==> config.mk <==
export PLATFORM = sky130hd
export DESIGN_NAME = irq_priority_unit
export DESIGN_NICKNAME = d
export VERILOG_FILES = /design/src/rtl/irq_priority_unit.v
export VERILOG_INCLUDE_DIRS = /design/src /design/src/rtl
export SDC_FILE = /design/constraint.sdc
export NUM_CORES = 1
export LEC_CHECK = 0
export ABC_AREA = 0
export BUFFER_PORTS_ARGS = -buffer_cell sky130_fd_sc_hd__clkbuf_2
export CORE_ASPECT_RATIO = 2
export CORE_MARGIN = 10
export CORE_UTILIZATION = 53
export DETAILED_ROUTE_END_ITERATION = 8
export PLACE_DENSITY_LB_ADDON = 0.2
export SLEW_MARGIN = 40
export SYNTH_ARGS = -nofsm -noshare
export SYNTH_HDL_FRONTEND = slang
export SYNTH_SLANG_ARGS = --single-unit
==> constraint.sdc <==
create_clock -name clk -period 3.3 [get_ports clk]
set_clock_uncertainty 0.05 [all_clocks]
set_input_delay 0.66 -clock clk [delete_from_list [all_inputs] [get_ports clk]]
set_output_delay 0.66 -clock clk [all_outputs]
set_load 0.05 [all_outputs]
==> src/rtl/irq_priority_consts.vh <==
// Constants for the interrupt priority unit: register map, fields, vectors, timing
`ifndef IRQ_PRIORITY_CONSTS_VH
`define IRQ_PRIORITY_CONSTS_VH

// Printed register indices; byte address is four times the index
`define IDX_TIMER_CONTROL   8'h88
`define IDX_IRQ_ENABLE      8'ha8
`define IDX_SECOND_EN_PRIO  8'ha9
`define IDX_IRQ_PRIORITY    8'hb8
`define IDX_IRQ_STATUS      8'hc8
`define ADDR_WIDTH          10

// Reset values
`define RST_IRQ_ENABLE      8'h00
`define RST_IRQ_PRIORITY    8'h00
`define RST_SECOND_EN_PRIO  8'ha0
`define RST_TIMER_CONTROL   8'h00

// Main enable register fields
`define BIT_GLOBAL_EN       7
`define BIT_TEMP_EN         6
`define BIT_TMR2_EN         5
`define BIT_UART_EN         4
`define BIT_TMR1_EN         3
`define BIT_EXT1_EN         2
`define BIT_TMR0_EN         1
`define BIT_EXT0_EN         0

// Main priority register fields
`define BIT_METER_PRIO      7
`define BIT_TEMP_PRIO       6
`define BIT_TMR2_PRIO       5
`define BIT_UART_PRIO       4
`define BIT_TMR1_PRIO       3
`define BIT_EXT1_PRIO       2
`define BIT_TMR0_PRIO       1
`define BIT_EXT0_PRIO       0

// Second enable/priority register fields
`define BIT_UART_B_PRIO     7
`define BIT_RTC_PRIO        6
`define BIT_UART_B_EN       5
`define BIT_SERIAL_PRIO     4
`define BIT_METER_EN        3
`define BIT_RTC_EN          2
`define BIT_POWER_EN        1
`define BIT_SERIAL_EN       0

// Timer control register fields
`define BIT_TMR1_OVF        7
`define BIT_TMR0_OVF        5
`define BIT_EXT1_PEND       3
`define BIT_EXT1_EDGE       2
`define BIT_EXT0_PEND       1
`define BIT_EXT0_EDGE       0

// Vector table
`define VECTOR_BASE         16'h0003
`define VECTOR_STEP         16'h0008

// Latency: least time from request to vector
`define MIN_LATENCY_NS      800
`define CLK_PERIOD_NS       4

`endif

==> src/rtl/irq_priority_unit.v <==
// Interrupt priority unit: masking, three-level ranking, vectors and clearing
//
// Behaviour
// - Second register priority bits 7, 6, 4
// - Second register enable bits 5,3,2,1,0
// - Equal level served in fixed polling order
// - Power management alone at top level
// - Pending flags at documented bit positions
// - Temperature request has no visible flag
// - Wake-up from core-off makes external pending
// - Core-off events leave external flags unchanged
// - Temperature and serial requests latched until entry
// - RTC request follows alarm/interval flags
// - Multi-source requests not cleared on entry
// - External request auto-cleared only edge mode
// - Low-level external request re-enters until high
// - Push counter and load vector on entry
// - Vectors every 8 bytes from 0x0003
// - Block vectoring one instruction after return/access
// - Latency at least 3.25 instruction cycles
// - Only program counter saved on vectoring
// - High preempts low, never same level
// - Global enable gates every source
`include "irq_priority_consts.vh"

module irq_priority_unit #(
    parameter NUM_SRC = 13,
    parameter MIN_LAT = (`MIN_LATENCY_NS + `CLK_PERIOD_NS - 1) / `CLK_PERIOD_NS
) (
    input  wire                   clk,
    input  wire                   rst_b,
    // Avalon-MM slave
    input  wire [`ADDR_WIDTH-1:0] address,
    input  wire [3:0]             byteenable,
    input  wire                   read,
    input  wire                   write,
    input  wire [31:0]            writedata,
    output reg  [31:0]            readdata,
    output reg                    waitrequest,
    // Peripheral request sources (core clock)
    input  wire                   power_mgmt_flag,
    input  wire                   rtc_alarm_flag,
    input  wire                   rtc_interval_flag,
    input  wire                   metering_irq_flag,
    input  wire                   watchdog_timeout_flag,
    input  wire                   temperature_request,
    input  wire                   serial_periph_request,
    input  wire                   timer0_overflow,
    input  wire                   timer1_overflow,
    input  wire                   timer2_overflow,
    input  wire                   timer2_external_flag,
    input  wire                   uart_receive_flag,
    input  wire                   uart_transmit_flag,
    input  wire                   uart_b_receive_flag,
    input  wire                   uart_b_transmit_flag,
    // External interrupt pins, active low, asynchronous
    input  wire                   ext_pin0_b,
    input  wire                   ext_pin1_b,
    // Power mode and wake-up events
    input  wire                   core_off_power_mode,
    input  wire                   ext_wake0,
    input  wire                   ext_wake1,
    // Core sequencing
    input  wire                   instr_done,
    input  wire                   return_from_interrupt,
    output reg                    vectorTake,
    output reg  [15:0]            vectorAddr
);

    // Polling order indices, 0 is highest
    localparam P_POWER = 0;
    localparam P_RTC   = 1;
    localparam P_METER = 2;
    localparam P_WDOG  = 3;
    localparam P_TEMP  = 4;
    localparam P_EXT0  = 5;
    localparam P_TMR0  = 6;
    localparam P_EXT1  = 7;
    localparam P_TMR1  = 8;
    localparam P_SER   = 9;
    localparam P_UART  = 10;
    localparam P_TMR2  = 11;
    localparam P_UARTB = 12;

    // Vector slot for each polling index, in vector table order
    function [3:0] vecSlot;
        input [3:0] idx;
        begin
            case (idx)
                4'h0:    vecSlot = 4'h8;
                4'h1:    vecSlot = 4'ha;
                4'h2:    vecSlot = 4'h9;
                4'h3:    vecSlot = 4'hb;
                4'h4:    vecSlot = 4'h6;
                4'h5:    vecSlot = 4'h0;
                4'h6:    vecSlot = 4'h1;
                4'h7:    vecSlot = 4'h2;
                4'h8:    vecSlot = 4'h3;
                4'h9:    vecSlot = 4'h7;
                4'ha:    vecSlot = 4'h4;
                4'hb:    vecSlot = 4'h5;
                default: vecSlot = 4'hc;
            endcase
        end
    endfunction

    // Software-visible registers
    reg  [7:0]  irqEnable;          // Main enable register
    reg  [7:0]  irqPriority;        // Main priority register
    reg  [7:0]  secondEnablePrio;   // Second enable/priority register
    reg  [7:0]  timerControl;       // Timer control: trigger types and flags

    // Internal state
    reg         pin0Meta;           // First sync stage, pin 0
    reg         pin0Sync;           // Second sync stage, pin 0
    reg         pin1Meta;           // First sync stage, pin 1
    reg         pin1Sync;           // Second sync stage, pin 1
    reg         pin0Last;           // Previous synced level for edge detect
    reg         pin1Last;           // Previous synced level for edge detect
    reg         wake0Pend;          // Pending external 0 from wake-up
    reg         wake1Pend;          // Pending external 1 from wake-up
    reg         tempLatch;          // Latched temperature request
    reg         serLatch;           // Latched serial request
    reg  [2:0]  inService;          // One bit per level in service
    reg         holdOff;            // One-instruction vectoring block
    reg  [15:0] latCount;           // Cycles since an outranking request seen

    // Bus decode
    wire [7:0]  regIdx    = address[`ADDR_WIDTH-1:2];
    wire        wordAlign = (address[1:0] == 2'b00);
    wire        busDone   = (read | write) & ~waitrequest;
    wire        wrLow     = write & busDone & byteenable[0] & wordAlign;
    wire        wrEn      = wrLow & (regIdx == `IDX_IRQ_ENABLE);
    wire        wrPrio    = wrLow & (regIdx == `IDX_IRQ_PRIORITY);
    wire        wrSecond  = wrLow & (regIdx == `IDX_SECOND_EN_PRIO);
    wire        wrTimer   = wrLow & (regIdx == `IDX_TIMER_CONTROL);
    // Any completed access to an enable or priority register
    wire        cfgAccess = busDone & wordAlign & ((regIdx == `IDX_IRQ_ENABLE) |
                            (regIdx == `IDX_IRQ_PRIORITY) | (regIdx == `IDX_SECOND_EN_PRIO));

    // Falling edges of the synced pins, ignored while the core is off
    wire        fall0 = pin0Last & ~pin0Sync & ~core_off_power_mode;
    wire        fall1 = pin1Last & ~pin1Sync & ~core_off_power_mode;

    // Per-source request, enable and level
    reg  [NUM_SRC-1:0] request;
    reg  [NUM_SRC-1:0] enable;
    reg  [NUM_SRC-1:0] highPrio;
    wire [NUM_SRC-1:0] eligible;
    wire [1:0]         level [0:NUM_SRC-1];

    // Request and mask table in polling order
    always @* begin
        request           = {NUM_SRC{1'b0}};
        enable            = {NUM_SRC{1'b0}};
        highPrio          = {NUM_SRC{1'b0}};
        // Multi-source flags stay asserted until software clears them
        request[P_POWER]  = power_mgmt_flag;
        request[P_RTC]    = rtc_alarm_flag | rtc_interval_flag;
        request[P_METER]  = metering_irq_flag;
        request[P_WDOG]   = watchdog_timeout_flag;
        request[P_TEMP]   = tempLatch;
        // Level mode: request follows the low pin
        request[P_EXT0]   = timerControl[`BIT_EXT0_PEND] | wake0Pend;
        request[P_TMR0]   = timerControl[`BIT_TMR0_OVF];
        request[P_EXT1]   = timerControl[`BIT_EXT1_PEND] | wake1Pend;
        request[P_TMR1]   = timerControl[`BIT_TMR1_OVF];
        request[P_SER]    = serLatch;
        request[P_UART]   = uart_receive_flag | uart_transmit_flag;
        request[P_TMR2]   = timer2_overflow | timer2_external_flag;
        request[P_UARTB]  = uart_b_receive_flag | uart_b_transmit_flag;
        // Enable bits
        enable[P_POWER]   = secondEnablePrio[`BIT_POWER_EN];
        enable[P_RTC]     = secondEnablePrio[`BIT_RTC_EN];
        enable[P_METER]   = secondEnablePrio[`BIT_METER_EN];
        enable[P_WDOG]    = 1'b1;
        enable[P_TEMP]    = irqEnable[`BIT_TEMP_EN];
        enable[P_EXT0]    = irqEnable[`BIT_EXT0_EN];
        enable[P_TMR0]    = irqEnable[`BIT_TMR0_EN];
        enable[P_EXT1]    = irqEnable[`BIT_EXT1_EN];
        enable[P_TMR1]    = irqEnable[`BIT_TMR1_EN];
        enable[P_SER]     = secondEnablePrio[`BIT_SERIAL_EN];
        enable[P_UART]    = irqEnable[`BIT_UART_EN];
        enable[P_TMR2]    = irqEnable[`BIT_TMR2_EN];
        enable[P_UARTB]   = secondEnablePrio[`BIT_UART_B_EN];
        // Configurable priority bits; watchdog sits at the low level
        highPrio[P_RTC]   = secondEnablePrio[`BIT_RTC_PRIO];
        highPrio[P_METER] = irqPriority[`BIT_METER_PRIO];
        highPrio[P_TEMP]  = irqPriority[`BIT_TEMP_PRIO];
        highPrio[P_EXT0]  = irqPriority[`BIT_EXT0_PRIO];
        highPrio[P_TMR0]  = irqPriority[`BIT_TMR0_PRIO];
        highPrio[P_EXT1]  = irqPriority[`BIT_EXT1_PRIO];
        highPrio[P_TMR1]  = irqPriority[`BIT_TMR1_PRIO];
        highPrio[P_SER]   = secondEnablePrio[`BIT_SERIAL_PRIO];
        highPrio[P_UART]  = irqPriority[`BIT_UART_PRIO];
        highPrio[P_TMR2]  = irqPriority[`BIT_TMR2_PRIO];
        highPrio[P_UARTB] = secondEnablePrio[`BIT_UART_B_PRIO];
    end

    // Level and eligibility per source
    genvar g;
    generate
        for (g = 0; g < NUM_SRC; g = g + 1) begin : src
            // Power management alone on level 2
            assign level[g] = (g == P_POWER) ? 2'd2 : {1'b0, highPrio[g]};
            // Gated by own enable and the global enable
            assign eligible[g] = request[g] & enable[g] &
                                 irqEnable[`BIT_GLOBAL_EN];
        end
    endgenerate

    // Highest level present, then first in polling order
    reg  [3:0] winIdx;
    reg  [1:0] winLevel;
    reg        winValid;
    integer    i;
    always @* begin
        winIdx   = 4'h0;
        winLevel = 2'd0;
        winValid = 1'b0;
        // Walk from lowest to highest rank so the last hit wins
        for (i = NUM_SRC - 1; i >= 0; i = i - 1) begin
            if (eligible[i] && (!winValid || level[i] >= winLevel)) begin
                winIdx   = i[3:0];
                winLevel = level[i];
                winValid = 1'b1;
            end
        end
    end

    // Highest level currently in service, zero-based plus valid
    wire       anyService = |inService;
    wire [1:0] topService = inService[2] ? 2'd2 : (inService[1] ? 2'd1 : 2'd0);
    // Must strictly outrank any routine in service
    wire       outranks   = winValid & (!anyService || winLevel > topService);
    // Take only at an instruction boundary, after hold-off and least latency
    wire       takeNow    = outranks & instr_done & ~holdOff &
                            (latCount >= MIN_LAT[15:0]) & ~vectorTake;
    wire [15:0] nextVector = `VECTOR_BASE + {9'h000, vecSlot(winIdx), 3'b000};

    // Sources whose pending state clears on entry
    wire clrTemp = takeNow & (winIdx == P_TEMP);
    wire clrSer  = takeNow & (winIdx == P_SER);
    wire clrTmr0 = takeNow & (winIdx == P_TMR0);
    wire clrTmr1 = takeNow & (winIdx == P_TMR1);
    wire clrExt0 = takeNow & (winIdx == P_EXT0);
    wire clrExt1 = takeNow & (winIdx == P_EXT1);

    // Pin synchronisers and edge history
    always @(posedge clk or negedge rst_b) begin
        if (!rst_b) begin
            pin0Meta <= 1'b1;
            pin0Sync <= 1'b1;
            pin1Meta <= 1'b1;
            pin1Sync <= 1'b1;
            pin0Last <= 1'b1;
            pin1Last <= 1'b1;
        end else begin
            pin0Meta <= ext_pin0_b;
            pin0Sync <= pin0Meta;
            pin1Meta <= ext_pin1_b;
            pin1Sync <= pin1Meta;
            pin0Last <= pin0Sync;
            pin1Last <= pin1Sync;
        end
    end

    // Enable and priority registers
    always @(posedge clk or negedge rst_b) begin
        if (!rst_b) begin
            irqEnable        <= `RST_IRQ_ENABLE;
            irqPriority      <= `RST_IRQ_PRIORITY;
            secondEnablePrio <= `RST_SECOND_EN_PRIO;
        end else begin
            if (wrEn) begin
                irqEnable <= writedata[7:0];
            end
            if (wrPrio) begin
                irqPriority <= writedata[7:0];
            end
            if (wrSecond) begin
                secondEnablePrio <= writedata[7:0];
            end
        end
    end

    // Timer control: software write first, hardware set wins over clear
    reg [7:0] next_timerControl;
    always @* begin
        next_timerControl = timerControl;
        if (wrTimer) begin
            next_timerControl = writedata[7:0];
        end
        // Auto-clear on entry, timers always, pins only in edge mode
        if (clrTmr0) begin
            next_timerControl[`BIT_TMR0_OVF] = 1'b0;
        end
        if (clrTmr1) begin
            next_timerControl[`BIT_TMR1_OVF] = 1'b0;
        end
        if (clrExt0 && timerControl[`BIT_EXT0_EDGE]) begin
            next_timerControl[`BIT_EXT0_PEND] = 1'b0;
        end
        if (clrExt1 && timerControl[`BIT_EXT1_EDGE]) begin
            next_timerControl[`BIT_EXT1_PEND] = 1'b0;
        end
        // Hardware sets
        if (timer0_overflow) begin
            next_timerControl[`BIT_TMR0_OVF] = 1'b1;
        end
        if (timer1_overflow) begin
            next_timerControl[`BIT_TMR1_OVF] = 1'b1;
        end
        // Level mode tracks the pin; frozen while the core is off
        if (!core_off_power_mode) begin
            if (!next_timerControl[`BIT_EXT0_EDGE]) begin
                next_timerControl[`BIT_EXT0_PEND] = ~pin0Sync;
            end else if (fall0) begin
                next_timerControl[`BIT_EXT0_PEND] = 1'b1;
            end
            if (!next_timerControl[`BIT_EXT1_EDGE]) begin
                next_timerControl[`BIT_EXT1_PEND] = ~pin1Sync;
            end else if (fall1) begin
                next_timerControl[`BIT_EXT1_PEND] = 1'b1;
            end
        end
    end

    // Timer control register
    always @(posedge clk or negedge rst_b) begin
        if (!rst_b) begin
            timerControl <= `RST_TIMER_CONTROL;
        end else begin
            timerControl <= next_timerControl;
        end
    end

    // Latched requests: wake-up, temperature, serial; set beats clear
    always @(posedge clk or negedge rst_b) begin
        if (!rst_b) begin
            wake0Pend <= 1'b0;
            wake1Pend <= 1'b0;
            tempLatch <= 1'b0;
            serLatch  <= 1'b0;
        end else begin
            // Wake-up keeps its own pending bit, flags untouched
            wake0Pend <= ext_wake0 | (wake0Pend & ~clrExt0);
            wake1Pend <= ext_wake1 | (wake1Pend & ~clrExt1);
            // Only entry clears these; status writes cannot
            tempLatch <= temperature_request | (tempLatch & ~clrTemp);
            serLatch  <= serial_periph_request | (serLatch & ~clrSer);
        end
    end

    // In-service levels, hold-off and latency counter
    always @(posedge clk or negedge rst_b) begin
        if (!rst_b) begin
            inService <= 3'b000;
            holdOff   <= 1'b0;
            latCount  <= 16'h0000;
        end else begin
            // Entry marks the new level; otherwise a return retires the highest one
            if (takeNow) begin
                inService[winLevel] <= 1'b1;
            end else if (return_from_interrupt) begin
                if (inService[2]) begin
                    inService[2] <= 1'b0;
                end else if (inService[1]) begin
                    inService[1] <= 1'b0;
                end else begin
                    inService[0] <= 1'b0;
                end
            end
            // Set beats the clearing instruction boundary
            if (return_from_interrupt || cfgAccess) begin
                holdOff <= 1'b1;
            end else if (instr_done) begin
                holdOff <= 1'b0;
            end
            // Counts while a request could win; restarts after entry
            if (!outranks || takeNow) begin
                latCount <= 16'h0000;
            end else if (latCount < MIN_LAT[15:0]) begin
                latCount <= latCount + 16'h0001;
            end
        end
    end

    // Vector output to the core sequencer
    always @(posedge clk or negedge rst_b) begin
        if (!rst_b) begin
            vectorTake <= 1'b0;
            vectorAddr <= 16'h0000;
        end else begin
            // Core pushes only its counter and jumps here
            vectorTake <= takeNow;
            if (takeNow) begin
                vectorAddr <= nextVector;
            end
        end
    end

    // Status readback: pending sources and levels in service
    reg  [NUM_SRC-1:0] visiblePend;
    always @* begin
        visiblePend         = request;
        visiblePend[P_TEMP] = 1'b0;
    end

    // Read mux, unmapped words read as zero
    reg [31:0] next_readdata;
    always @* begin
        next_readdata = 32'h0000_0000;
        if (wordAlign) begin
            case (regIdx)
                `IDX_IRQ_ENABLE:     next_readdata = {24'h000000, irqEnable};
                `IDX_IRQ_PRIORITY:   next_readdata = {24'h000000, irqPriority};
                `IDX_SECOND_EN_PRIO: next_readdata = {24'h000000, secondEnablePrio};
                `IDX_TIMER_CONTROL:  next_readdata = {24'h000000, timerControl};
                `IDX_IRQ_STATUS:     next_readdata = {13'h0000, inService, 3'b000,
                                                      visiblePend};
                default:             next_readdata = 32'h0000_0000;
            endcase
        end
    end

    // Bus handshake: one wait cycle, then a single ready cycle
    always @(posedge clk or negedge rst_b) begin
        if (!rst_b) begin
            waitrequest <= 1'b1;
            readdata    <= 32'h0000_0000;
        end else begin
            if ((read || write) && waitrequest) begin
                waitrequest <= 1'b0;
                readdata    <= next_readdata;
            end else begin
                // Back to idle; trades throughput for a simple decode path
                waitrequest <= 1'b1;
            end
        end
    end

endmodule

==> impl.org <==
** Synthesis
- Number of enable-type register cells in the synthesized netlist :: 0
- Commonest cells in the synthesized netlist :: sky130_fd_sc_hd__dfrtp_1 (76), sky130_fd_sc_hd__nand2_1 (38), sky130_fd_sc_hd__mux2_2 (36), sky130_fd_sc_hd__buf_4 (28), sky130_fd_sc_hd__nor2_1 (27)
- Top-area cell type share of the netlist area :: about two fifths
- Top-count cell post-synth :: sky130_fd_sc_hd__dfrtp_1
- Most used flip-flop cell after synthesis :: sky130_fd_sc_hd__dfrtp_1
- For this run, the number of Yosys warnings is 0.
- FFs w/ async S/R, synth :: between 90% and 100%
- After synthesis, the cell types taking the most area are sky130_fd_sc_hd__dfrtp_1 (41%), sky130_fd_sc_hd__mux2_2 (8.7%), sky130_fd_sc_hd__dfstp_2 (5.1%).
- In this run the cell area of the synthesized design comes to roughly 0.0047 mm2.
- Summing the sequential cell areas from Yosys gives 45.7% of the chip area.
- Synth Area per Inst :: 10.5 um2
- Count of state elements after synthesis :: 85
- Counting every instance in the synthesized netlist gives 446.
- sky130_fd_sc_hd__dfrtp_1 takes more of the synthesized area than any other cell.
- Yosys cell types :: between 70 and 80

** Global route
- Global routing consumed, on the met3 layer, around 4.3% of the routing resources.
- Antenna violations before repair :: 0
- Number of global-route vias before repair :: slightly above 4k
- Global routing used 38.7% of the available met2 tracks.
- Global-route wire length before repair :: ~22 mm
- In the global route stage, overall resource usage came out at around a fifth.
- Met1 GRT Util :: approximately a fifth
- Pin count of the biggest net entering global routing :: between 80 and 90
- Leftover overflow at the end of global routing :: 0
- Busiest layer in global routing :: met2

** CTS
- The H-tree was split into 3 levels.
- For the worst-skew pair, the clock arrives at the later sink with an insertion delay of between 0.3 and 0.4 ns.
- CTS placed an instance of sky130_fd_sc_hd__clkbuf_16 at the clock tree root.
- Clock tree synthesis inserted a total of 9 buffers.
- After clock tree synthesis, the clock-pin slew on the worst setup and hold paths is 0.06 ns.
- The clock net in this run drives a total of between 80 and 90 sinks.
- The clock passes through at most 2 buffers.
- TritonCTS built the clock tree.

** Setup path
- Critical path start-end classification :: reg -> reg
- STA classifies the critical path endpoint as a flip-flop.
- Crit path max fanout :: 18
- Reg-to-reg setup timing slack :: 0.22 ns
- Worst EP arrival :: between 3 and 4 ns
- For this run, the slowest stage of the critical path takes 0.42 ns.
- Critical path's slowest cell :: sky130_fd_sc_hd__dfrtp_1
- Capturing point of the worst reg2reg path :: inService[0]
- Startpoint of the worst-slack reg-to-reg timing path :: wake0Pend
- The worst setup path is launched from a flip-flop.
- Data required time at the worst endpoint :: roughly 3.5 ns
- The critical path goes through o2111ai_1, nand4_1, nor3_2, nand3_1, nand2_1, ha_1, inv_1, o22ai_1, o31a_1, a311oi_2, buf_4, or3b_1, o22a_1.
- Count of cells along the worst register-to-register path :: 13

** Placed design
- Prior to clock tree synthesis, the placed netlist has a worst setup slack of -0.117 ns.
- Placed inst area :: 0.00517 mm2
- Number of port buffers :: slightly below 70
- Routability-driven placement finished with a final weighted congestion of just over 0.9.
- Estimated wirelength of the detail-placed design :: 10.8 mm

** Drt
- Once detail routing completed, the nets flagged for antenna violations numbered 0.
- First drt pass iteration count :: 5
- Per-cell via count in the routed design :: ~6
- Average wire length per cell after detail routing :: approximately 21 um
- Iteration-0 DRC Markers :: just over 200
- Post-route DRC violation count :: 0
- Detailed-route wire length :: ~14 mm
- Detailed routing inserted a total of approximately 3.8k vias.

** Power
- IR analysis of the VDD net gives a maximum drop of roughly 0.29 mV.
- Internal power of the cells :: around 1.8 mW
- Pwr Density :: between 400 and 500 mW/mm2
- Sequential group share of total power :: roughly 45%
- Net switching is approximately a quarter of the power.
- Tot Pwr :: about 2.4 mW
- Combinational share of power :: 8.2%
- Static Leak :: about 2.7 nW
- Switching power total :: 572 uW
- In this run, the clock network consumes between 40% and 50% of the power.

** Timing
- In the finished design, the share of the clock period the worst path needs comes to between 90 and 100%.
- The worst path meets setup with 0.219 ns of slack.
- Max transition margin :: between 40% and 50%
- The total count of max-transition violations in the final report is 0.
- Final worst path period need :: ~3 ns
- Unrepaired setup endpoints after global routing :: false
- Worst slack on hold paths :: approximately 0.3 ns
- Worst Tran Pin Value :: roughly 0.77 ns
- Final number of hold-violating endpoints :: 0
- Setup violations remaining at the end of the flow were counted as 0.
- Fmax :: roughly 0.32 GHz

** Floorplan
- Pin placement for this block handled about 120 I/O pins.
- Die Outline Area :: between 0.01 and 0.015 mm2
- Initial Util :: a little over half
- In this run the core area contains 48 standard-cell rows.
- X dimension of the die :: slightly below 90 um
- Die extent in y :: approximately 150 um
- After floorplanning, the core was sized to cover between 0.008 and 0.009 mm2.

** Hold path
- The min-delay analysis places its worst path in the category in -> async.

** Status
- The flow ran to the end, and the final reports show no timing, DRC or antenna violations.

** Flow run
- Across the run, the number of max-cap violations was 0.

** Cells and area
- Relative to the synthesized area, the layout overhead comes to 17.6%.
- Antenna Diode Count :: 0
- Final Cell Area :: between 0.005 and 0.006 mm2
- Fill cells in the final layout number around 760.
- Net count, final :: 622
- Share of post-route cells with drive strength above 1 :: between 30 and 40%
-- placed cells by master (no fill, tap or decap), drive strengths merged, types with 11 or more instances in the layout --
| master | Yosys | layout |
|---|---|---|
| nand3 | 17 | 17 |
| nor2 | 27 | 27 |
| mux2 | 38 | 38 |
| clkbuf | 4 | 78 |
| nand2 | 38 | 38 |
| dfrtp | 76 | 76 |
| and3 | 15 | 15 |
| o21ai | 18 | 18 |
| conb | 1 | 26 |
| inv | 15 | 16 |
| ha | 11 | 11 |
| buf | 36 | 30 |
-- power by group through the flow --
stage / clock (mW) / sequential (mW) / combinational, mW
CTS: 1.11 / 1.07 / 0.194
detailed placement: 0 / 1.09 / 0.194
global route: 1.16 / 1.07 / 0.209
finish: 1.10 / 1.07 / 0.195
floorplan: 0 / 1.10 / 0.123
global placement: 0 / 1.09 / 0.191
-- stage by stage --
step	utilization [%]	TNS (ns)	instances
after global placement	59.8	-0.0170	628
after CTS	63.6	0	644
after global routing	63.7	0	644
after detailed placement	59.8	-0.246	628
after floorplan	-	0	471
final	63.7	0	644
-- worst max-delay path, delay by kind of cell (launching register included) --
| family | cells | cell delay (ns) |
|---|---|---|
| buffers and inverters | 2 | 0.27 |
| AND/OR/NAND/NOR | 5 | 1.15 |
| flip-flops | 1 | 0.42 |
| AO/OA/AOI/OAI | 5 | 0.93 |
| adder cells (fa/ha/maj) | 1 | 0.15 |
-- registers in the layout, summed over array words and instances, names as in the netlist, 3 cells and up --
name,cells
timerControl,8
inService,3
irqEnable,8
vectorAddr,5
readdata,16
secondEnablePrio,8
latCount,16
irqPriority,8
-- final cells by class --
| class | instances | area [um2] | area share (%) |
|---|---|---|---|
| inverters | 16 | 60.1 | 1.09 |
| clock inverters | 5 | 83.8 | 1.52 |
| clock buffers | 11 | 243 | 4.41 |
| flip-flops and latches | 85 | 2140 | 38.9 |
| well taps | 100 | 125 | 2.27 |
| repair buffers | 97 | 564 | 10.2 |
| multi-input cells | 330 | 2290 | 41.6 |
-- metal layers --
metal  vias to the layer above  wire length, um
met4                         0              693
met2                       107             7710
li1                       1782                -
met5                         -                0
met3                        38              535
met1                      1825             4680
-- kinds of logic after synthesis --
group | Yosys count | share of synthesized area [%]
compound gates | 96 | 15.5
mux | 45 | 10.8
fa+ha+maj | 11 | 2.94
flops | 85 | 45.7
other cells | 1 | 0.0801
xor+xnor | 6 | 1.12
simple gates | 146 | 16.3
buf+inv | 56 | 7.51
-- timing repair --
item	4_1_cts	5_1_grt
setup buffers	0	0
setup endpoints to repair	0	14
hold buffers	0	0
resized for setup	0	2
-- worst max path at each step --
stage / end / slack, ns / start
after CTS: inService[0] / 0.03 / irqEnable[7]
final: inService[0] / 0.22 / wake0Pend
after global placement: inService[0] / -0.02 / timer2_external_flag
after global routing: inService[0] / 0.03 / irqEnable[7]
after detailed placement: inService[0] / -0.12 / uart_transmit_flag
after floorplan: tempLatch / 0.21 / uart_transmit_flag
Power figures use the tool's default switching activity.
